### src/design/i2dt_defs.svh
// i2dt_defs.svh: offsets, field positions, reset values and timing counts
// assumes: included by bare name from the package and the register target
`ifndef I2DT_DEFS_SVH
`define I2DT_DEFS_SVH

// register offsets
`define I2DT_CONVERTER_SETUP     8'h00
`define I2DT_FREQ_GAIN_SETUP     8'h01
`define I2DT_CHARGE_HOLD_SETUP   8'h02
`define I2DT_MEASURE_LIMIT_SETUP 8'h03
`define I2DT_EVENT_GATE_LOW      8'h04
`define I2DT_EVENT_GATE_HIGH     8'h05
`define I2DT_PORT_STATE          8'h06
`define I2DT_FAULT_LOG_LOW       8'h07
`define I2DT_FAULT_LOG_HIGH      8'h08
`define I2DT_VOLTAGE_RESULT      8'h09
`define I2DT_CURRENT_RESULT      8'h0a
`define I2DT_LAST_REG            8'h0a

// converter_setup fields
`define I2DT_BUCK_ON_BIT         5
`define I2DT_OUT_LEVEL_HI        4
`define I2DT_OUT_LEVEL_LO        2
`define I2DT_CLK_PIN_DIR_BIT     1
`define I2DT_SPREAD_ON_BIT       0
// measure_limit_setup fields
`define I2DT_MEASURE_GO_BIT      6
`define I2DT_MEASURE_IRQ_EN_BIT  5
`define I2DT_LEVEL_LOCK_BIT      4
// fault_log_high fields
`define I2DT_CONV_COMPLETE_BIT   1
`define I2DT_IN_OV_BIT           0
// port_state fields
`define I2DT_ATTACH_BIT          7
`define I2DT_CFG_OK_BIT          6

// reset values
`define I2DT_CONVERTER_RST       8'h20
`define I2DT_FREQ_GAIN_RST       8'h00
`define I2DT_CHARGE_HOLD_RST     8'h0c
`define I2DT_MEASURE_LIMIT_RST   8'h17
`define I2DT_GATE_RST            8'h00

// voltage full scale in millivolts, per range, over 256 codes
`define I2DT_VFS_LOW_MV          7920
`define I2DT_VFS_HIGH_MV         19800
// current step: 0.1 V / 256 across the shunt, in microvolts times 256
`define I2DT_ISTEP_UV_X256       100000

// timing: clock 100 ns, fastest bus clock 400 kHz (2500 ns period)
`define I2DT_CLK_NS              100
`define I2DT_SCL_MIN_NS          2500
`define I2DT_SPIKE_NS            50
`define I2DT_FILT_CYC            ((`I2DT_SPIKE_NS + `I2DT_CLK_NS - 1) / `I2DT_CLK_NS + 1)
`define I2DT_SCL_CYC             (`I2DT_SCL_MIN_NS / `I2DT_CLK_NS)

`endif

### src/design/i2dt_pkg.sv
// i2dt_pkg: types of the diagnostic register target
// assumes: i2dt_defs.svh on the include path
`include "i2dt_defs.svh"

package i2dt_pkg;

    // gray codes along idle -> receive -> ack -> send -> master ack
    typedef enum logic [2:0]
    {
        I2DT_IDLE   = 3'h0,
        I2DT_RX     = 3'h1,
        I2DT_RX_ACK = 3'h3,
        I2DT_TX     = 3'h2,
        I2DT_TX_ACK = 3'h6
    } i2dt_state_e;

    typedef logic [7:0] i2dt_byte_t;

endpackage

### src/design/i2dt_target.sv
// i2dt_target: two-wire register target with fault log, event line and
// measurement sequencing for a buck converter / port power controller.
// assumes: scl, sda and the variant strap arrive from pins (synchronised here);
// fault levels and the converter handshake come from logic on clock.
//
// Behaviour
// - open-drain low output is event line; on stand-alone variant it shows presence
// - fault pin follows live faults, untouched by any register setting
// - event gates only decide whether set log bits pull event low
// - writing measure_go starts measurement; completion clears it, sets conv_complete
// - with measure_irq_en set, measurement completion asserts the event line
// - voltage result at 0x09, current result at 0x0a, both read-only
// - voltage range 7.92V when out_level_sel zero, else 19.8V, 256 codes
// - current code step is 0.1/256 volts across the shunt
// - master makes scl and starts transfers; works up to 400kHz
// - eight-bit bytes each followed by an ack pulse; address first
// - scl input only; sda open-drain output and also sampled
// - short spikes on scl and sda are filtered out
// - one bit per scl cycle; sda change while scl high is a condition
// - sda fall with scl high is start; rise is stop, freeing bus
// - repeated start keeps bus and begins a new transfer
// - stop taken anywhere, except in the same scl high as a start
// - never holds scl low
// - general call address is not acknowledged
// - buck_on zero disables regulator, one enables; resets to one
// - out_level_sel 000 5V, 001 18V, 010 9V, 011 12V, rest reserved
// - clk_pin_dir zero makes sync pin output, one input
// - spread_on zero disables spread spectrum, one enables
// - reading a fault log clears it; live faults set again at once
// - reading the log releases event; persisting enabled fault drives again
// - gate bit one lets matching log bit assert event, zero blocks
`timescale 1ns/1ps
`default_nettype none
`include "i2dt_defs.svh"

module i2dt_target
    import i2dt_pkg::*;
#(
    parameter logic [6:0] DEV_ADDR      = 7'h2a,
    parameter int         FILT_CYC      = `I2DT_FILT_CYC,
    parameter logic [1:0] CLK_SPREAD_RST = 2'h0,
    parameter logic [1:0] CHARGE_RST    = 2'h0
)
(
    input  wire logic       clock,
    input  wire logic       rst_b,
    input  wire logic       scl_i,
    input  wire logic       sda_i,
    output logic            sda_o,
    output logic            sda_oe,
    input  wire logic       bus_variant_i,
    input  wire logic [8:0] fault_live,
    input  wire logic       attach_live,
    input  wire logic       cfg_ok_live,
    output logic            event_o,
    output logic            event_oe,
    output logic            fault_o,
    output logic            fault_oe,
    output logic            meas_start,
    output logic            meas_range_high,
    input  wire logic       meas_done,
    input  wire logic [7:0] meas_volt,
    input  wire logic [7:0] meas_curr,
    output logic            buck_on,
    output logic [2:0]      out_level_sel,
    output logic            clk_pin_dir,
    output logic            spread_on,
    output logic [7:0]      freq_gain,
    output logic [7:0]      charge_hold,
    output logic [7:0]      measure_limit
);

    if (DEV_ADDR == 7'h00 || FILT_CYC < 2 || FILT_CYC > 8)
    begin
        $error("i2dt_target: unusable parameter");
    end

    // reset release
    logic [1:0] rst_sync_r;
    logic       rst_n;

    always_ff @(posedge clock or negedge rst_b)
    begin
        if (!rst_b)
            rst_sync_r <= 2'h0;
        else
            rst_sync_r <= {rst_sync_r[0], 1'b1};
    end
    assign rst_n = rst_sync_r[1];

    // pin synchronisers: first stage read only by the second
    logic [2:0] pin_s1_r;
    logic [2:0] pin_s2_r;

    always_ff @(posedge clock or negedge rst_n)
    begin
        if (!rst_n)
        begin
            pin_s1_r <= 3'h7;
            pin_s2_r <= 3'h7;
        end
        else
        begin
            pin_s1_r <= {bus_variant_i, sda_i, scl_i};
            pin_s2_r <= pin_s1_r;
        end
    end

    // strap caught once after release
    logic       bus_variant_r;
    logic [1:0] strap_cnt_r;

    always_ff @(posedge clock or negedge rst_n)
    begin
        if (!rst_n)
        begin
            bus_variant_r <= 1'b1;
            strap_cnt_r   <= 2'h0;
        end
        else if (strap_cnt_r != 2'h3)
        begin
            bus_variant_r <= pin_s2_r[2];
            strap_cnt_r   <= strap_cnt_r + 2'h1;
        end
    end

    // spike filter
    // a level must stand FILT_CYC samples; costs a few cycles of latency
    logic [7:0] filt_hist_r [2];
    logic [1:0] line_r;

    always_ff @(posedge clock or negedge rst_n)
    begin
        if (!rst_n)
        begin
            filt_hist_r[0] <= 8'hff;
            filt_hist_r[1] <= 8'hff;
            line_r         <= 2'h3;
        end
        else
        begin
            for (int k = 0; k < 2; k++)
            begin
                filt_hist_r[k] <= {filt_hist_r[k][6:0], pin_s2_r[k]};
                if (&filt_hist_r[k][FILT_CYC-1:0])
                    line_r[k] <= 1'b1;
                else if (~|filt_hist_r[k][FILT_CYC-1:0])
                    line_r[k] <= 1'b0;
            end
        end
    end

    // bus conditions
    logic [1:0] line_d_r;
    logic       scl_rise;
    logic       scl_fall;
    logic       start_det;
    logic       stop_raw;
    logic       stop_det;
    logic       start_in_high_r;

    always_ff @(posedge clock or negedge rst_n)
    begin
        if (!rst_n)
            line_d_r <= 2'h3;
        else
            line_d_r <= line_r;
    end

    assign scl_rise = line_r[0] & ~line_d_r[0];
    assign scl_fall = ~line_r[0] & line_d_r[0];
    assign start_det = line_r[0] & line_d_r[0] & ~line_r[1] & line_d_r[1];
    assign stop_raw  = line_r[0] & line_d_r[0] & line_r[1] & ~line_d_r[1];
    // stop refused in start's high pulse
    assign stop_det  = stop_raw & ~start_in_high_r;

    always_ff @(posedge clock or negedge rst_n)
    begin
        if (!rst_n)
            start_in_high_r <= 1'b0;
        else if (start_det)
            start_in_high_r <= 1'b1;
        else if (scl_fall)
            start_in_high_r <= 1'b0;
    end

    // registers
    logic [7:0] conv_r;
    logic [7:0] freq_r;
    logic [7:0] hold_r;
    logic [7:0] meas_r;
    logic [7:0] gate_lo_r;
    logic [7:0] gate_hi_r;
    logic [7:0] log_lo_r;
    logic [7:0] log_hi_r;
    logic [7:0] volt_r;
    logic [7:0] curr_r;

    // transfer state
    i2dt_state_e state_r;
    logic [3:0]  bit_cnt_r;
    logic [7:0]  shift_r;
    logic [7:0]  ptr_r;
    logic [1:0]  byte_idx_r;
    logic        reading_r;
    logic        wr_stb;
    logic        rd_stb;
    logic        addr_hit;

    function automatic logic [7:0] reg_read(input logic [7:0] a);
        case (a)
            `I2DT_CONVERTER_SETUP:     reg_read = conv_r;
            `I2DT_FREQ_GAIN_SETUP:     reg_read = freq_r;
            `I2DT_CHARGE_HOLD_SETUP:   reg_read = hold_r;
            `I2DT_MEASURE_LIMIT_SETUP: reg_read = meas_r;
            `I2DT_EVENT_GATE_LOW:      reg_read = gate_lo_r;
            `I2DT_EVENT_GATE_HIGH:     reg_read = gate_hi_r;
            `I2DT_PORT_STATE:          reg_read = {attach_live, cfg_ok_live, 6'h00};
            `I2DT_FAULT_LOG_LOW:       reg_read = log_lo_r;
            `I2DT_FAULT_LOG_HIGH:      reg_read = log_hi_r;
            `I2DT_VOLTAGE_RESULT:      reg_read = volt_r;
            `I2DT_CURRENT_RESULT:      reg_read = curr_r;
            default:                   reg_read = 8'h00;
        endcase
    endfunction

    assign addr_hit = (shift_r[7:1] == DEV_ADDR) && (shift_r[7:1] != 7'h00);
    assign wr_stb   = (state_r == I2DT_RX) && scl_fall && (bit_cnt_r == 4'h8)
                      && (byte_idx_r == 2'h2);
    assign rd_stb   = scl_fall && reading_r && ((state_r == I2DT_RX_ACK)
                      || ((state_r == I2DT_TX_ACK) && !line_r[1]));

    always_ff @(posedge clock or negedge rst_n)
    begin
        if (!rst_n)
        begin
            state_r    <= I2DT_IDLE;
            bit_cnt_r  <= 4'h0;
            shift_r    <= 8'h00;
            byte_idx_r <= 2'h0;
            reading_r  <= 1'b0;
            sda_oe     <= 1'b0;
        end
        else if (start_det)
        begin
            state_r    <= I2DT_RX;
            bit_cnt_r  <= 4'h0;
            byte_idx_r <= 2'h0;
            reading_r  <= 1'b0;
            sda_oe     <= 1'b0;
        end
        else if (stop_det)
        begin
            state_r <= I2DT_IDLE;
            sda_oe  <= 1'b0;
        end
        else
        begin
            unique case (state_r)
                I2DT_IDLE:
                begin
                    sda_oe <= 1'b0;
                end
                I2DT_RX:
                begin
                    if (scl_rise)
                    begin
                        shift_r   <= {shift_r[6:0], line_r[1]};
                        bit_cnt_r <= bit_cnt_r + 4'h1;
                    end
                    else if (scl_fall && bit_cnt_r == 4'h8)
                    begin
                        bit_cnt_r <= 4'h0;
                        if (byte_idx_r != 2'h0 || addr_hit)
                        begin
                            state_r <= I2DT_RX_ACK;
                            sda_oe  <= 1'b1;
                            if (byte_idx_r == 2'h0)
                                reading_r <= shift_r[0];
                        end
                        else
                        begin
                            state_r <= I2DT_IDLE;
                        end
                    end
                end
                I2DT_RX_ACK:
                begin
                    if (scl_fall)
                    begin
                        if (byte_idx_r != 2'h2)
                            byte_idx_r <= byte_idx_r + 2'h1;
                        if (reading_r)
                        begin
                            state_r <= I2DT_TX;
                            shift_r <= reg_read(ptr_r);
                            sda_oe  <= reg_read(ptr_r) < 8'h80;
                        end
                        else
                        begin
                            state_r <= I2DT_RX;
                            sda_oe  <= 1'b0;
                        end
                    end
                end
                I2DT_TX:
                begin
                    if (scl_fall)
                    begin
                        if (bit_cnt_r == 4'h7)
                        begin
                            bit_cnt_r <= 4'h0;
                            state_r   <= I2DT_TX_ACK;
                            sda_oe    <= 1'b0;
                        end
                        else
                        begin
                            bit_cnt_r <= bit_cnt_r + 4'h1;
                            shift_r   <= {shift_r[6:0], 1'b0};
                            sda_oe    <= ~shift_r[6];
                        end
                    end
                end
                I2DT_TX_ACK:
                begin
                    // master nack leaves the target silent until a condition
                    if (scl_fall)
                    begin
                        if (!line_r[1])
                        begin
                            state_r <= I2DT_TX;
                            shift_r <= reg_read(ptr_r);
                            sda_oe  <= reg_read(ptr_r) < 8'h80;
                        end
                        else
                        begin
                            state_r <= I2DT_IDLE;
                        end
                    end
                end
                default:
                begin
                    state_r <= I2DT_IDLE;
                    sda_oe  <= 1'b0;
                end
            endcase
        end
    end

    assign sda_o = 1'b0;

    // pointer: set by first data byte, steps after each data byte
    always_ff @(posedge clock or negedge rst_n)
    begin
        if (!rst_n)
            ptr_r <= 8'h00;
        else if (state_r == I2DT_RX && scl_fall && bit_cnt_r == 4'h8 && byte_idx_r == 2'h1)
            ptr_r <= shift_r;
        else if (wr_stb || rd_stb)
            ptr_r <= ptr_r + 8'h01;
    end

    // setup registers
    // buck_on resets to one
    always_ff @(posedge clock or negedge rst_n)
    begin
        if (!rst_n)
        begin
            conv_r    <= `I2DT_CONVERTER_RST | {6'h00, CLK_SPREAD_RST};
            freq_r    <= `I2DT_FREQ_GAIN_RST;
            hold_r    <= `I2DT_CHARGE_HOLD_RST | {CHARGE_RST, 6'h00};
            gate_lo_r <= `I2DT_GATE_RST;
            gate_hi_r <= `I2DT_GATE_RST;
        end
        else if (wr_stb)
        begin
            case (ptr_r)
                `I2DT_CONVERTER_SETUP:
                begin
                    conv_r <= shift_r;
                    // level field frozen while the lock bit is set
                    if (meas_r[`I2DT_LEVEL_LOCK_BIT])
                        conv_r[`I2DT_OUT_LEVEL_HI:`I2DT_OUT_LEVEL_LO] <= out_level_sel;
                end
                `I2DT_FREQ_GAIN_SETUP:   freq_r    <= shift_r;
                `I2DT_CHARGE_HOLD_SETUP: hold_r    <= shift_r;
                `I2DT_EVENT_GATE_LOW:    gate_lo_r <= shift_r;
                `I2DT_EVENT_GATE_HIGH:   gate_hi_r <= {7'h00, shift_r[0]};
                default:                 ;
            endcase
        end
    end

    logic meas_busy_r;

    always_ff @(posedge clock or negedge rst_n)
    begin
        if (!rst_n)
        begin
            meas_r      <= `I2DT_MEASURE_LIMIT_RST;
            meas_busy_r <= 1'b0;
            meas_start  <= 1'b0;
        end
        else
        begin
            meas_start <= 1'b0;
            if (wr_stb && ptr_r == `I2DT_MEASURE_LIMIT_SETUP)
                meas_r <= shift_r;
            if (meas_busy_r && meas_done)
            begin
                meas_busy_r <= 1'b0;
                meas_r[`I2DT_MEASURE_GO_BIT] <= 1'b0;
            end
            else if (!meas_busy_r && meas_r[`I2DT_MEASURE_GO_BIT])
            begin
                meas_busy_r <= 1'b1;
                meas_start  <= 1'b1;
            end
        end
    end

    // current code passed as converted, 0.1/256 V per step
    always_ff @(posedge clock or negedge rst_n)
    begin
        if (!rst_n)
        begin
            volt_r <= 8'h00;
            curr_r <= 8'h00;
        end
        else if (meas_busy_r && meas_done)
        begin
            volt_r <= meas_volt;
            curr_r <= meas_curr;
        end
    end

    assign meas_range_high = (out_level_sel != 3'h0);

    // clear on read, set wins over clear
    logic clr_lo;
    logic clr_hi;
    logic done_set;

    assign clr_lo   = rd_stb && ptr_r == `I2DT_FAULT_LOG_LOW;
    assign clr_hi   = rd_stb && ptr_r == `I2DT_FAULT_LOG_HIGH;
    assign done_set = meas_busy_r && meas_done;

    always_ff @(posedge clock or negedge rst_n)
    begin
        if (!rst_n)
        begin
            log_lo_r <= 8'h00;
            log_hi_r <= 8'h00;
        end
        else
        begin
            log_lo_r <= (clr_lo ? 8'h00 : log_lo_r) | fault_live[7:0];
            log_hi_r <= (clr_hi ? 8'h00 : log_hi_r)
                        | {6'h00, done_set, fault_live[8]};
        end
    end

    // gates only steer the event line
    logic event_req;

    assign event_req = |(log_lo_r & gate_lo_r)
                       | (log_hi_r[`I2DT_IN_OV_BIT] & gate_hi_r[0])
                       | (log_hi_r[`I2DT_CONV_COMPLETE_BIT]
                          & meas_r[`I2DT_MEASURE_IRQ_EN_BIT]);

    // event line or presence line by variant
    // released by the clearing read, redriven by live faults
    always_ff @(posedge clock or negedge rst_n)
    begin
        if (!rst_n)
            event_oe <= 1'b0;
        else if (bus_variant_r)
            event_oe <= event_req;
        else
            event_oe <= attach_live;
    end
    assign event_o = 1'b0;

    always_ff @(posedge clock or negedge rst_n)
    begin
        if (!rst_n)
            fault_oe <= 1'b0;
        else
            fault_oe <= |fault_live;
    end
    assign fault_o = 1'b0;

    // filter plus edge logic fits a 25-cycle bus clock
    assign buck_on       = conv_r[`I2DT_BUCK_ON_BIT];
    assign out_level_sel = conv_r[`I2DT_OUT_LEVEL_HI:`I2DT_OUT_LEVEL_LO];
    assign clk_pin_dir   = conv_r[`I2DT_CLK_PIN_DIR_BIT];
    assign spread_on     = conv_r[`I2DT_SPREAD_ON_BIT];
    assign freq_gain     = freq_r;
    assign charge_hold   = hold_r;
    assign measure_limit = meas_r;

endmodule

`default_nettype wire

### config.mk
export PLATFORM = sky130hd
export DESIGN_NAME = i2dt_target
export DESIGN_NICKNAME = d
export VERILOG_FILES = /design/src/design/i2dt_pkg.sv /design/src/design/i2dt_target.sv
export VERILOG_INCLUDE_DIRS = /design/src /design/src/design
export SDC_FILE = /design/constraint.sdc
export NUM_CORES = 1
export LEC_CHECK = 0
export ABC_AREA = 1
export ABC_CLOCK_PERIOD_IN_PS = 7500
export BUFFER_PORTS_ARGS = -buffer_cell sky130_fd_sc_hd__buf_2
export CORE_MARGIN = 2
export CORE_UTILIZATION = 63
export DETAILED_ROUTE_END_ITERATION = 10
export GPL_TIMING_DRIVEN = 1
export PLACE_DENSITY = 0.81
export SETUP_SLACK_MARGIN = 0.05
export SYNTH_ARGS = -nofsm -noshare
export SYNTH_HDL_FRONTEND = slang
export SYNTH_SLANG_ARGS = --single-unit
### constraint.sdc
create_clock -name clock -period 7.5 [get_ports clock]
set_input_delay 1.125 -clock clock [delete_from_list [all_inputs] [get_ports clock]]
set_output_delay 1.125 -clock clock [all_outputs]
set_load 0.02 [all_outputs]
; Yosys cells after proc, flatten, opt, wreduce, memory -nomap -nowiden
; Index checks and enable logic that the tools add are counted.
[totals]
register_bits = 124
out_inout_bits = 38
in_bits = 33
elab_cells = 237
[op_classes]
n_lt_le_gt_ge = 2
n_bitwise = 24
n_addsub = 4
n_eq_ne = 43
reduce_logical = 55
muxes = 75
[op_table]
columns = op, n
row1 = 2-to-1 mux 8 bit, 17
row2 = one-hot mux 8 bit (11 select lines), 1
row3 = != test 4 bit (second input constant), 9
row4 = equality test 8 x 3 -> 1 bit (second input constant), 4
row5 = one-hot mux 8 bit (4 select lines), 1
row6 = 2-to-1 mux 1 bit, 30
row7 = equality test 8 x 4 -> 1 bit (second input constant), 3
row8 = 2-to-1 mux 3 bit, 8
row9 = 2-to-1 mux 4 bit, 6
row10 = != test 2 bit (second input constant), 12
row11 = nonzero test 2 bit, 11
row12 = equality test 8 x 2 -> 1 bit (second input constant), 2
row13 = < comparator 8 bit (second input constant), 2
row14 = 2-to-1 mux 2 bit, 8
row15 = one-hot mux 3 bit (5 select lines), 1
row16 = logical AND 1 bit, 14
row17 = AND reduction 2 bit, 7
row18 = AND reduction 7 bit, 2
row19 = AND 1 bit, 10
row20 = AND reduction 10 bit, 1
row21 = inverter 1 bit, 9
row22 = OR reduction 9 bit, 1
row23 = adder 8 x 1 -> 8 bit (second input constant), 1
row24 = AND 8 bit, 1
row25 = 32 further kinds, 42

; Logic depth before layout (Yosys ltp)
[logic_depth]
depth_word = 13
depth_mapped = 12

; Worst setup path after synthesis
; Ideal clock, no wire load.
[synth_path]
path_type = input to register
startpoint = in meas_done
endpoint = reg curr_r[7]
setup_ns = 0.125
path_stages = 3
arrival_ns = 2.035
setup_slack_ns = 5.340
n_path_buf = 1
path_cell_list = nand2_1 -> clkbuf_1 -> mux2_2
[synth_between]
elab_chain_cells = 1
[synth_rtl]
columns = item, line_no
row1 = start: declaration, i2dt_target.sv:61  ; input wire logic meas_done,
row2 = logical AND 1 bit, i2dt_target.sv:430  ; else if (meas_busy_r && meas_done)
row3 = end signal: assignment, i2dt_target.sv:433  ; curr_r <= meas_curr;
row4 = end: declaration, i2dt_target.sv:197  ; logic [7:0] curr_r;
; Every way passes these cells.
; A chain may end at the register's enable or synchronous reset.

; Worst setup path in the final report
[layout_path]
startpoint = reg hold_r[3], in the netlist charge_hold[3]
endpoint = out charge_hold[3]
[layout_lines]
columns = item, line_no
row1 = start: declaration, i2dt_target.sv:190  ; logic [7:0] hold_r;
row2 = start signal: assignment, i2dt_target.sv:371  ; hold_r <= `I2DT_CHARGE_HOLD_RST | {CHARGE_RST, 6'h00};
row3 = start signal: assignment, i2dt_target.sv:386  ; `I2DT_CHARGE_HOLD_SETUP: hold_r <= shift_r;
row4 = end: declaration, i2dt_target.sv:69  ; output logic [7:0] charge_hold,
; No word-level cell between the ends.

==> key figures <==
Timing
  – Total negative slack: 0 ns
  – Period utilization: 0.318
  – Transition time at the pin with the least slew margin: 0.811 ns
  – Maximum clock frequency: 420 MHz
  – Final Hold Vio Count: 0
  – Final Critical Period: 2.38 ns
  – Setup violation total in the final timing report: 0
  – Relative max-transition margin: 0.459
  – Skew final: 0.0102 ns
  – RSZ-0062 raised after global routing: no
  – Max Slew Vio Count: 0

Outcome
  – Run status: completed

Clocking
  – Hold Buf Count CTS: 0
  – Total number of H-tree levels: 4
  – Clock tree from TritonCTS: yes
  – Later-pin clock latency in the skew report: 0.52 ns
  – Number of sinks handled by clock tree synthesis: 118
  – CTS clock-pin slew for the worst setup and hold paths: 0.06 ns
  – CTS root buf: sky130_fd_sc_hd__clkbuf_8
  – Number of buffers created by CTS: 17
  – Maximum number of buffers from clock root to sink: 2
  – Buffer count from post-CTS setup fixing: 0
  – Post-cts repair resize count: 0

Setup path
  – Worst path top cell family by delay: flip-flops
  – Cell type of the slowest stage on the worst timing path: sky130_fd_sc_hd__dfstp_2
  – Reg-to-reg slack, setup: 5.16 ns
  – Arrival time of data at the critical path endpoint: 1.26 ns
  – Worst EP required: 6.38 ns
  – Critical Path Fanout Max: 3
  – Buf+Inv Stages, Crit Path: 1
  – Slowest Stage Delay on Critical Path: 0.57 ns
  – Setup crit end kind: output port
  – Critical path class: register to output port
  – Worst R2R End: measure_limit[6]$_DFFE_PN0P_
  – Worst reg2reg path depth: 8
  – Startpoint class of the critical path: register
  – Startpoint of the most critical register-to-register path: ptr_r[4]$_DFFE_PN0P_
  – Worst path cell trace: buf_2

Place
  – DP HPWL: 10500 um
  – Weighted congestion reported at the end of routability-driven placement: 0.942
  – Input/output buffers: 67
  – Number of placed instances with taps included: 884

Synth
  – Number of standard cells after synthesis: 704
  – Share of the yosys chip area belonging to registers: 0.497
  – Syn Std Cell Area: 6000 um^2
  – Commonest cells post-synth: sky130_fd_sc_hd__nand2_1, sky130_fd_sc_hd__dfrtp_1, sky130_fd_sc_hd__inv_1, sky130_fd_sc_hd__nand3_1, sky130_fd_sc_hd__o21ai_0
  – Area share of the leading cell type in the synthesized netlist: 0.400
  – Cell type with the largest total area after synthesis: sky130_fd_sc_hd__dfrtp_1
  – Predominant post-synthesis flop cell: sky130_fd_sc_hd__dfrtp_1
  – Async set-reset flop share out of synthesis: 1.00
  – Most common cell in the netlist: sky130_fd_sc_hd__nand2_1
  – Cell types occupying the most area after synthesis: sky130_fd_sc_hd__dfrtp_1, sky130_fd_sc_hd__nand2_1, sky130_fd_sc_hd__dfstp_2, sky130_fd_sc_hd__nand3_1, sky130_fd_sc_hd__o21ai_0
  – FF+latch count, synth: 118
  – Synthesized area per cell: 8.52 um^2
  – Count of different cell masters after synthesis: 44
  – Number of warnings issued by yosys: 0
  – Number of enable-type register cells in the synthesized netlist: 0

Floorplanning
  – Die outline width: 102 um
  – Die height: 102 um
  – Placeable core region: 9240 um^2
  – I/O pins: 71
  – Initial standard-cell utilization of the core: 0.649
  – Die ar.: 10300 um^2
  – Cell row count: 35

Pwr
  – Gate power share: 0.152
  – Worst-case vdd ir drop: 0.265 mV
  – Switching component of the power: 0.000538 W
  – Cell area power density: 260 nW/um^2
  – Proportion of total power due to net switching: 0.298
  – Sequential Power Share: 0.420
  – P_int: 0.00127 W
  – Clk pwr share: 0.428
  – Lkg Pwr: 3.56 nW

Global routing
  – GRT Residual Overflow: 0
  – Largest net degree at the start of global routing: 65
  – First-pass GRT wire length: 25000 um
  – Vias in the first global route: 5071
  – Antenna violations before repair: 0
  – GRT Util Overall: 0.318

Routing
  – Average wire per standard cell: 16.5 um
  – Vias per std cell: 5.61
  – Antenna-violating nets left: 0
  – Via count of the routed design: 5140
  – Iter 0 DRT Violations: 434
  – Count of TritonRoute iterations in the first routing pass: 5
  – Total Wirelength: 15100 um
  – Number of remaining DRC errors: 0

Finish
  – Register area: 2980 um^2
  – Number of nets in the final layout: 819
  – Area growth from synthesis to layout: 16.0%
  – Area of the multi-input gates: 2670 um^2
  – Filler-free cell count of the finished design: 916
  – Filler instances: 662
  – Antenna diode instance count: 0
  – Layout cell share with drive strength beyond 1: 0.225

Hold path
  – Tightest Hold Check Type: register to register
  – Hold-critical path depth: 0
  – Destination of the worst hold path: rst_sync_r[1]$_DFF_PN0_
  – Worst Hold Launch: rst_sync_r[0]$_DFF_PN0_

Job
  – Reported max-cap violation count: 0
-- how the worst max path moves through the flow --
stage                          startpoint                      endpoint  slack [ns]  cells after the start
2_1_floorplan     rst_sync_r[1]$_DFF_PN0_      bit_cnt_r[0]$_DFFE_PN0P_        4.01                      0
3_3_place_gp                    meas_done         volt_r[7]$_DFFE_PN0P_        5.25                      3
3_5_place_dp                    meas_done         volt_r[5]$_DFFE_PN0P_        5.21                      3
4_1_cts        charge_hold[3]$_DFFE_PN1P_                charge_hold[3]        5.10                      1
5_1_grt              ptr_r[4]$_DFFE_PN0P_  measure_limit[6]$_DFFE_PN0P_        4.82                      8
6_report       charge_hold[3]$_DFFE_PN1P_                charge_hold[3]        5.12                      1
-- area by class of cell --
class | instances | area share
flip-flops and latches | 118 | 0.429
repair buffers | 68 | 0.0492
inverters | 65 | 0.0350
well taps | 129 | 0.0232
clock buffers | 20 | 0.0625
multi-input cells | 504 | 0.383
clock inverters | 12 | 0.0187
-- per-stage QoR --
stage	cell area [um^2]	worst slack [ns]	utilization	power [W]	hold slack, ns
detailed placement	6400	5.21	0.692	0.00103	0.340
CTS	6960	5.10	0.754	0.00181	0.354
global route	6960	4.82	0.754	0.00188	0.357
floorplan	6010	4.01	-	0.000937	0.331
finish	6960	5.12	0.754	0.00181	0.354
global placement	6400	5.25	0.692	0.00102	0.342
-- routing by layer --
| layer | part of all wire | GRT usage |
|---|---|---|
| met1 | 0.41 | 0.422 |
| met2 | 0.49 | 0.511 |
| met3 | 0.070 | 0.0704 |
| met4 | 0.035 | 0.127 |
| met5 | 0 | 0 |
-- power by group through the flow --
stage               sequential (W)  combinational, W  clock [W]
finish                    0.000759          0.000275   0.000773
global route              0.000768          0.000304   0.000808
CTS                       0.000758          0.000271   0.000780
detailed placement        0.000765          0.000267          0
global placement          0.000762          0.000258          0
floorplan                 0.000754          0.000182          0
-- state kept, by name, indices dropped and copies added, names as in the netlist, 2 cells and up --
name           flops
charge_hold        8
freq_gain          8
curr_r             8
state_r            3
ptr_r              8
filt_hist_r        4
log_hi_r           2
pin_s1_r           3
byte_idx_r         2
bit_cnt_r          4
measure_limit      8
line_r             2
log_lo_r           8
rst_sync_r         2
pin_s2_r           3
gate_lo_r          8
shift_r            8
conv_r             8
line_d_r           2
strap_cnt_r        2
volt_r             8
-- logic make-up after synthesis --
group	count (synthesis)	share of synthesized area
AOI/OAI and AO/OA	116	0.113
xor gates and xnor gates	6	0.00876
adders and majority gates	12	0.0250
buffers and inverters	84	0.0605
DFF	118	0.497
muxes	18	0.0338
other	2	0.00125
and+or+nand+nor	348	0.261
-- placed cells by master, fill, tap and decap left out, drive strengths merged, types with 2 or more instances in the layout --
master,Yosys,routed
ha,12,12
xor2,4,4
clkinvlp,0,2
a211oi,2,2
o21ai,63,63
bufinv,0,2
a21oi,24,24
a31oi,4,4
nor2,62,62
clkinv,0,7
nor3,12,12
o211ai,3,3
nor3b,4,4
nand4,4,4
xnor2,2,2
dfrtp,96,96
o21bai,7,7
nand3,60,60
buf,16,68
clkbuf,3,20
inv,65,66
a21boi,8,8
conb,2,4
mux2,18,18
dfstp,22,22
nand2,204,204
No activity file was read; power rests on OpenSTA's default activity.
